===== config.mk =====
export PLATFORM = sky130hd
export DESIGN_NAME = uirq_regs
export DESIGN_NICKNAME = d
export VERILOG_FILES = /design/src/hw/uirq_pkg.sv /design/src/hw/uirq_regs.sv
export SDC_FILE = /design/constraint.sdc
export NUM_CORES = 1
export LEC_CHECK = 0
export BUFFER_PORTS_ARGS = -buffer_cell sky130_fd_sc_hd__buf_2
export CORE_MARGIN = 1
export CORE_UTILIZATION = 49
export CTS_BUF_LIST = sky130_fd_sc_hd__clkbuf_4
export DETAILED_ROUTE_END_ITERATION = 8
export HOLD_SLACK_MARGIN = 0.08
export PLACE_DENSITY = 0.84
export SLEW_MARGIN = 20
export SYNTH_ARGS = -nofsm -noshare
export SYNTH_HDL_FRONTEND = slang
export SYNTH_SLANG_ARGS = --single-unit

===== constraint.sdc =====
create_clock -name core_clk -period 2 [get_ports core_clk]
set_input_delay 0.2 -clock core_clk [delete_from_list [all_inputs] [get_ports core_clk]]
set_output_delay 0.2 -clock core_clk [all_outputs]
set_load 0.01 [all_outputs]

===== src/hw/uirq_pkg.sv =====
// package: register map, field layout and reset values of the serial channel register block
package uirq_pkg;
    // register word offsets (byte addresses)
    localparam logic [7:0] ADDR_IRQ_ENABLE = 8'h00;
    localparam logic [7:0] ADDR_IRQ_STATUS = 8'h04;
    localparam logic [7:0] ADDR_BAUD_DIV_HIGH = 8'h08;
    localparam logic [7:0] ADDR_BAUD_DIV_LOW = 8'h0C;
    localparam logic [7:0] ADDR_IRQ_VECTOR = 8'h10;
    localparam logic [7:0] ADDR_INPUT_PIN_STATE = 8'h14;
    localparam logic [7:0] ADDR_INPUT_CHANGE = 8'h18;
    localparam logic [7:0] ADDR_OUTPUT_BIT_SET = 8'h1C;
    localparam logic [7:0] ADDR_OUTPUT_BIT_CLEAR = 8'h20;
    localparam logic [7:0] ADDR_AUX_CONTROL = 8'h24;
    localparam logic [7:0] ADDR_MODE_CTRL = 8'h28;
    localparam logic [7:0] ADDR_BREAK_CLEAR = 8'h2C;
    // field positions
    localparam int BIT_COS = 7;
    localparam int BIT_BREAK = 2;
    localparam int BIT_FIFO_FULL = 1;
    localparam int BIT_TX_READY = 0;
    localparam int BIT_RTS = 0;
    localparam int BIT_CTS = 0;
    localparam int BIT_CHG_COS = 4;
    localparam int BIT_IEC = 0;
    localparam int BIT_RF_SEL = 6;
    localparam int BIT_LOOPBACK = 0;
    // writable masks, reserved bits read zero
    localparam logic [7:0] IRQ_ENABLE_MASK = 8'h87;
    // reset values
    localparam logic [7:0] IRQ_ENABLE_RST = 8'h00;
    localparam logic [7:0] IRQ_VECTOR_RST = 8'h0F;
    localparam logic [15:0] BAUD_DIV_RST = 16'h0002;
    localparam logic [15:0] BAUD_DIV_MIN = 16'h0002;

    // line-side status from the receiver and transmitter
    typedef struct packed {
        logic tx_ready;
        logic rx_ready;
        logic fifo_full;
        logic break_active;
    } uirq_line_t;
endpackage


===== src/hw/uirq_regs.sv =====
// module: interrupt, baud divider, vector and modem port registers of one serial channel
`timescale 1ns/10ps

module uirq_regs
    import uirq_pkg::*;
#(
    parameter int CHANNEL_INDEX = 0
) (
    // clock and reset
    input wire logic core_clk,
    input wire logic arst_n,
    // apb slave
    input wire logic psel,
    input wire logic penable,
    input wire logic pwrite,
    input wire logic [7:0] paddr,
    input wire logic [31:0] pwdata,
    output logic [31:0] prdata,
    output logic pready,
    output logic pslverr,
    // line-side status
    input wire uirq_line_t line_status,
    // modem pins
    input wire logic cts_n_pin,
    output logic rts_n_pin,
    // to the channel core
    output logic irq_out,
    output logic [15:0] baud_preload,
    output logic loopback_en
);

    localparam bit HAS_MODEM = (CHANNEL_INDEX != 2);

    if (CHANNEL_INDEX < 0) begin : g_bad_index
        $error("channel index must not be negative");
    end

    // ----------------------------------------------------------------
    // state
    // ----------------------------------------------------------------
    logic [7:0] irq_enable_reg, irq_enable_next;
    logic [7:0] baud_div_high_reg, baud_div_high_next;
    logic [7:0] baud_div_low_reg, baud_div_low_next;
    logic [7:0] irq_vector_reg, irq_vector_next;
    logic rts_reg, rts_next;
    logic iec_reg, iec_next;
    logic rf_sel_reg, rf_sel_next;
    logic loop_reg, loop_next;
    logic break_flag_reg, break_flag_next;
    logic cos_flag_reg, cos_flag_next;
    logic [2:0] cts_sync_reg, cts_sync_next;
    logic cts_level_reg, cts_level_next;
    logic brk_prev_reg, brk_prev_next;
    logic [31:0] prdata_reg, prdata_next;
    logic pready_reg, pready_next;
    logic pslverr_reg, pslverr_next;
    logic irq_reg, irq_next;

    logic acc, wr, rd;
    logic [7:0] status;
    logic [7:0] chg_val;
    logic [7:0] rdval;
    logic mapped;

    // access phase, answered one cycle after penable rises
    assign acc = psel && penable && !pready_reg;
    assign wr = acc && pwrite;
    assign rd = acc && !pwrite;

    function automatic logic hit(input logic [7:0] a, input logic [7:0] ref_addr);
        return a == ref_addr;
    endfunction

    // ----------------------------------------------------------------
    // status composition
    // ----------------------------------------------------------------
    always_comb begin
        status = 8'h00;
        status[BIT_COS] = cos_flag_reg && iec_reg;
        status[BIT_BREAK] = break_flag_reg;
        status[BIT_FIFO_FULL] = rf_sel_reg ? line_status.fifo_full : line_status.rx_ready;
        status[BIT_TX_READY] = line_status.tx_ready;
        chg_val = 8'h00;
        chg_val[BIT_CHG_COS] = cos_flag_reg;
        chg_val[BIT_CTS] = cts_level_reg;
    end

    // ----------------------------------------------------------------
    // read mux
    // ----------------------------------------------------------------
    always_comb begin
        rdval = 8'h00;
        mapped = 1'b1;
        if (hit(paddr, ADDR_IRQ_ENABLE)) begin
            rdval = irq_enable_reg;
        end else if (hit(paddr, ADDR_IRQ_STATUS)) begin
            rdval = status;
        end else if (hit(paddr, ADDR_BAUD_DIV_HIGH) || hit(paddr, ADDR_BAUD_DIV_LOW)) begin
            rdval = 8'h00;
        end else if (hit(paddr, ADDR_IRQ_VECTOR)) begin
            rdval = irq_vector_reg;
        end else if (hit(paddr, ADDR_INPUT_PIN_STATE)) begin
            rdval = {7'h00, cts_level_reg};
        end else if (hit(paddr, ADDR_INPUT_CHANGE)) begin
            rdval = chg_val;
        end else if (hit(paddr, ADDR_OUTPUT_BIT_SET) || hit(paddr, ADDR_OUTPUT_BIT_CLEAR)) begin
            rdval = 8'h00;
        end else if (hit(paddr, ADDR_AUX_CONTROL)) begin
            rdval = {7'h00, iec_reg};
        end else if (hit(paddr, ADDR_MODE_CTRL)) begin
            rdval = 8'h00;
            rdval[BIT_RF_SEL] = rf_sel_reg;
            rdval[BIT_LOOPBACK] = loop_reg;
        end else if (hit(paddr, ADDR_BREAK_CLEAR)) begin
            rdval = 8'h00;
        end else begin
            mapped = 1'b0;
        end
    end

    // ----------------------------------------------------------------
    // next state
    // ----------------------------------------------------------------
    always_comb begin
        irq_enable_next = irq_enable_reg;
        baud_div_high_next = baud_div_high_reg;
        baud_div_low_next = baud_div_low_reg;
        irq_vector_next = irq_vector_reg;
        rts_next = rts_reg;
        iec_next = iec_reg;
        rf_sel_next = rf_sel_reg;
        loop_next = loop_reg;
        break_flag_next = break_flag_reg;
        cos_flag_next = cos_flag_reg;
        cts_sync_next = {cts_sync_reg[1:0], ~cts_n_pin};
        cts_level_next = cts_level_reg;
        brk_prev_next = line_status.break_active;
        prdata_next = 32'h0000_0000;
        pready_next = acc;
        pslverr_next = acc && !mapped;

        if (rd) begin
            prdata_next = {24'h00_0000, rdval};
            if (hit(paddr, ADDR_INPUT_CHANGE)) begin
                cos_flag_next = 1'b0;
            end
        end
        if (wr) begin
            if (hit(paddr, ADDR_IRQ_ENABLE)) begin
                irq_enable_next = pwdata[7:0] & IRQ_ENABLE_MASK;
            end else if (hit(paddr, ADDR_BAUD_DIV_HIGH)) begin
                baud_div_high_next = pwdata[7:0];
            end else if (hit(paddr, ADDR_BAUD_DIV_LOW)) begin
                baud_div_low_next = pwdata[7:0];
            end else if (hit(paddr, ADDR_IRQ_VECTOR)) begin
                irq_vector_next = pwdata[7:0];
            end else if (hit(paddr, ADDR_OUTPUT_BIT_SET)) begin
                if (pwdata[BIT_RTS]) begin
                    rts_next = HAS_MODEM;
                end
            end else if (hit(paddr, ADDR_OUTPUT_BIT_CLEAR)) begin
                if (pwdata[BIT_RTS]) begin
                    rts_next = 1'b0;
                end
            end else if (hit(paddr, ADDR_AUX_CONTROL)) begin
                iec_next = pwdata[BIT_IEC];
            end else if (hit(paddr, ADDR_MODE_CTRL)) begin
                rf_sel_next = pwdata[BIT_RF_SEL];
                loop_next = pwdata[BIT_LOOPBACK];
            end else if (hit(paddr, ADDR_BREAK_CLEAR)) begin
                break_flag_next = 1'b0;
            end
        end

        // set wins over clear
        if (line_status.break_active != brk_prev_reg) begin
            break_flag_next = 1'b1;
        end
        if (HAS_MODEM && (cts_sync_reg[2] == cts_sync_reg[1])
                && (cts_sync_reg[2] != cts_level_reg)) begin
            cts_level_next = cts_sync_reg[2];
            cos_flag_next = 1'b1;
        end
        if (!HAS_MODEM) begin
            cts_level_next = 1'b0;
            cos_flag_next = 1'b0;
        end

        irq_next = |(status & irq_enable_reg);
    end

    // ----------------------------------------------------------------
    // registers
    // ----------------------------------------------------------------
    always_ff @(posedge core_clk or negedge arst_n) begin
        if (!arst_n) begin
            irq_enable_reg <= IRQ_ENABLE_RST;
            baud_div_high_reg <= BAUD_DIV_RST[15:8];
            baud_div_low_reg <= BAUD_DIV_RST[7:0];
            irq_vector_reg <= IRQ_VECTOR_RST;
            rts_reg <= 1'b0;
            iec_reg <= 1'b0;
            rf_sel_reg <= 1'b0;
            loop_reg <= 1'b0;
            break_flag_reg <= 1'b0;
            cos_flag_reg <= 1'b0;
            cts_sync_reg <= 3'h0;
            cts_level_reg <= 1'b0;
            brk_prev_reg <= 1'b0;
            prdata_reg <= 32'h0000_0000;
            pready_reg <= 1'b0;
            pslverr_reg <= 1'b0;
            irq_reg <= 1'b0;
        end else begin
            irq_enable_reg <= irq_enable_next;
            baud_div_high_reg <= baud_div_high_next;
            baud_div_low_reg <= baud_div_low_next;
            irq_vector_reg <= irq_vector_next;
            rts_reg <= rts_next;
            iec_reg <= iec_next;
            rf_sel_reg <= rf_sel_next;
            loop_reg <= loop_next;
            break_flag_reg <= break_flag_next;
            cos_flag_reg <= cos_flag_next;
            cts_sync_reg <= cts_sync_next;
            cts_level_reg <= cts_level_next;
            brk_prev_reg <= brk_prev_next;
            prdata_reg <= prdata_next;
            pready_reg <= pready_next;
            pslverr_reg <= pslverr_next;
            irq_reg <= irq_next;
        end
    end

    // ----------------------------------------------------------------
    // outputs
    // ----------------------------------------------------------------
    logic rts_pin_reg;
    logic [15:0] preload_reg;
    logic loop_out_reg;
    always_ff @(posedge core_clk or negedge arst_n) begin
        if (!arst_n) begin
            rts_pin_reg <= 1'b1;
            preload_reg <= BAUD_DIV_RST;
            loop_out_reg <= 1'b0;
        end else begin
            rts_pin_reg <= ~rts_next;
            preload_reg <= {baud_div_high_next, baud_div_low_next};
            loop_out_reg <= loop_next;
        end
    end

    assign prdata = prdata_reg;
    assign pready = pready_reg;
    assign pslverr = pslverr_reg;
    assign irq_out = irq_reg;
    assign rts_n_pin = rts_pin_reg;
    assign baud_preload = preload_reg;
    assign loopback_en = loop_out_reg;
endmodule // uirq_regs


==> flow_summary.toml <==
[cts]
cts_setup_buffers = 0
cts.path.max_buffers = 2
htreeDepth = 2
root_buffer = "clkbuf_4"
cts.sinks = 51
cts_tree = "done"
clk_latency_ns = 0.36
cts_buffers = 5
clkSlewWorstSetupHoldPaths_ns = 0.13

[detailed_routing]
vias_per_cell = 5.11
wirelength_um = 4830
vias = 1680
wl_per_cell_um = 14.7
drc = 0
drtIter0Drc = 122
detailedRoute.firstPassIterationCount = 4
ant_nets = 0

[logic_synthesis]
yosysTopAreaCellShare_pct = 46.2
synthTopCellsByCount = "dfrtp_1 (45), buf_4 (24), mux2_2 (23), mux2_4 (8)"
async_reset_ff_share_pct = 100
synthTopCellsByArea = "dfrtp_1 (46%), mux2_2 (11%), buf_4 (7.4%), dfstp_2 (6.5%), mux2_4 (4.9%)"
yosys_register_bits = 51
syn_area_per_cell_um2 = 12.9
synth_area_mm2 = 0.00244
ys_seq_area_share_pct = 52.6
netlist_instances = 189
ys_warn_count = 0
synth_top_flop_cell = "dfrtp_1"
yosys.area.top_type = "dfrtp_1"
synth-edff-count = 0
yosysMostFrequentCell = "dfrtp_1"
yosysUniqueCellTypes = 54

[outcome]
status = "completed"

[timing]
post-route-period-util_pct = 84.6
hold_violations = 0
fmax_ghz = 0.591
tightest_slew_ns = 0.579
fin_setup_tns_ns = 0
fin_crit_ns = 1.69
timing.max_slew.rel_slack_pct = 61.3
post-route-worst-setup-slack_ns = 0.309
final_max_slew_viol_count = 0
fin_skew_ns = 0.0127
rsz0062_at_grt = "false"
setup_viol = 0

[critical_path]
crit_arrival_ns = 1.94
slowest_stage = "dlygate4sd3_1"
crit_type = "in -> reg"
crit_path_max_fanout = 8
path_cells = "dlygate4sd3_1 -> buf_2 -> and4b_2 -> and2_4 -> nand2_2 -> mux2_2"
critPathMaxStageDelay_ns = 0.56
critPathCaptureType = "flop"
ff2ff_setup_slack_ns = 0.40
worstPathRequired_ns = 2.25
worst_setup_path_start_kind = "input port"

[die]
rows = 25
design.core.area_mm2 = 0.00475
initial_core_util_pct = 51.3
die_h_um = 72.5
num_io_pins = 103
die_w_um = 72.5
die_area_mm2 = 0.00526

[power]
power.density_mw_per_mm2 = 590
leakagePower_nw = 1.47
ir_drop_v = 0.000276

[layout]
nets = 311
drive_gt1_share_pct = 46.9
diodes = 0
final_core_util_pct = 60.6
fillers = 410
area_growth_pct = 18.2

[global_route]
grt_pass1_wl_um = 7500
grt.total_usage_pct = 19.4
grt_max_degree = 26
antenna_found_initial = 0
grt-ovfl-total = 0
grt_pass1_vias = 1493

[placement]
gp_congestion = 0.864
pre_cts_slack_ns = 0.152
io_buffers = 54
dp_hpwl_um = 3580

[hold_path]
hp-class = "in -> reg"

[job]
drv_cap = 0
## where the power goes
group / switching (mW) / total, mW / internal (mW) / leakage (nW)
clock: 0.300 / 0.465 / 0.165 / 0.0361
combinational: 0.109 / 0.174 / 0.0651 / 0.774
sequential: 0.0107 / 1.06 / 1.05 / 0.661
total: 0.419 / 1.70 / 1.28 / 1.47
## worst paths after layout
path	from	endpoint	cells after the start
max reg2reg	pready	baud_div_low_reg[3]	4
max	pwrite	baud_div_high_reg[3]	6
max in group asynchronous	arst_n	irq_vector_reg[3]	3
min	pwdata[4]	irq_vector_reg[4]	2
min in group asynchronous	arst_n	iec_reg	2
min reg2reg	cts_sync_reg[0]	cts_sync_reg[1]	0
## per-layer routing
layer / global-route usage, % / wire (µm) / vias up
met5: 0 / 0 / -
met4: 5.88 / 31 / 0
met3: 5.14 / 270 / 2
met2: 30.5 / 2360 / 72
met1: 26.5 / 2160 / 819
li1: - / - / 787
## what timing repair did
action / in CTS / in global routing
endpoints found under the hold margin: 22 / 2
gates resized for setup: 0 / 0
hold buffers: 4 / 2
## cells by family (layout without fill, tap and decap cells)
logic type	Yosys count	in the layout	synth area share, %
AOI/OAI and AO/OA	22	22	6.98
DFF	51	51	52.6
muxes	33	33	16.4
xor gates and xnor gates	1	1	0.359
buffers and inverters	33	83	9.08
and+or+nand+nor	47	47	14.0
adders and majority gates	1	1	0.410
other	1	24	0.154
## through the flow
stage	area [µm²]	hold slack, ns	total power, mW	std cells
6_report	2880	0.110	1.70	329
5_1_grt	2880	0.0839	1.79	329
3_3_place_gp	2760	0.222	1.24	315
3_5_place_dp	2760	0.227	1.24	315
2_1_floorplan	2520	-0.0956	1.19	212
4_1_cts	2860	0.0861	1.71	327
## worst max-delay path, delay by kind of cell
| family | cells | cell delay (ns) |
|---|---|---|
| multiplexers | 1 | 0.37 |
| buffers and inverters | 2 | 0.71 |
| AND/OR/NAND/NOR | 3 | 0.65 |
## cells in the final DEF (no fill, tap or decap), types with 3 or more instances in the layout
cell type | Yosys | routed
conb_1 | 1 | 24
o22ai_1 | 3 | 3
a22oi_1 | 4 | 4
a31oi_1 | 3 | 3
nand3_1 | 5 | 5
nor4b_1 | 3 | 3
dfrtp_1 | 45 | 45
buf_4 | 24 | 9
dlygate4sd3_1 | 0 | 6
inv_1 | 5 | 5
and2_1 | 4 | 4
clkbuf_4 | 0 | 7
mux2_2 | 23 | 23
dfstp_2 | 6 | 6
buf_2 | 0 | 54
nor2_1 | 4 | 4
mux2_4 | 8 | 8
nand2_1 | 6 | 6
## cell type report
| class | instances | area (µm²) | area share [%] |
|---|---|---|---|
| flip-flops and latches | 51 | 1280 | 44.6 |
| repair buffers | 70 | 418 | 14.5 |
| well taps | 67 | 83.8 | 2.91 |
| clock buffers | 7 | 52.6 | 1.82 |
| inverters | 5 | 18.8 | 0.651 |
| clock inverters | 1 | 5.00 | 0.174 |
| multi-input cells | 128 | 1020 | 35.4 |
Power figures use the tool's default switching activity.
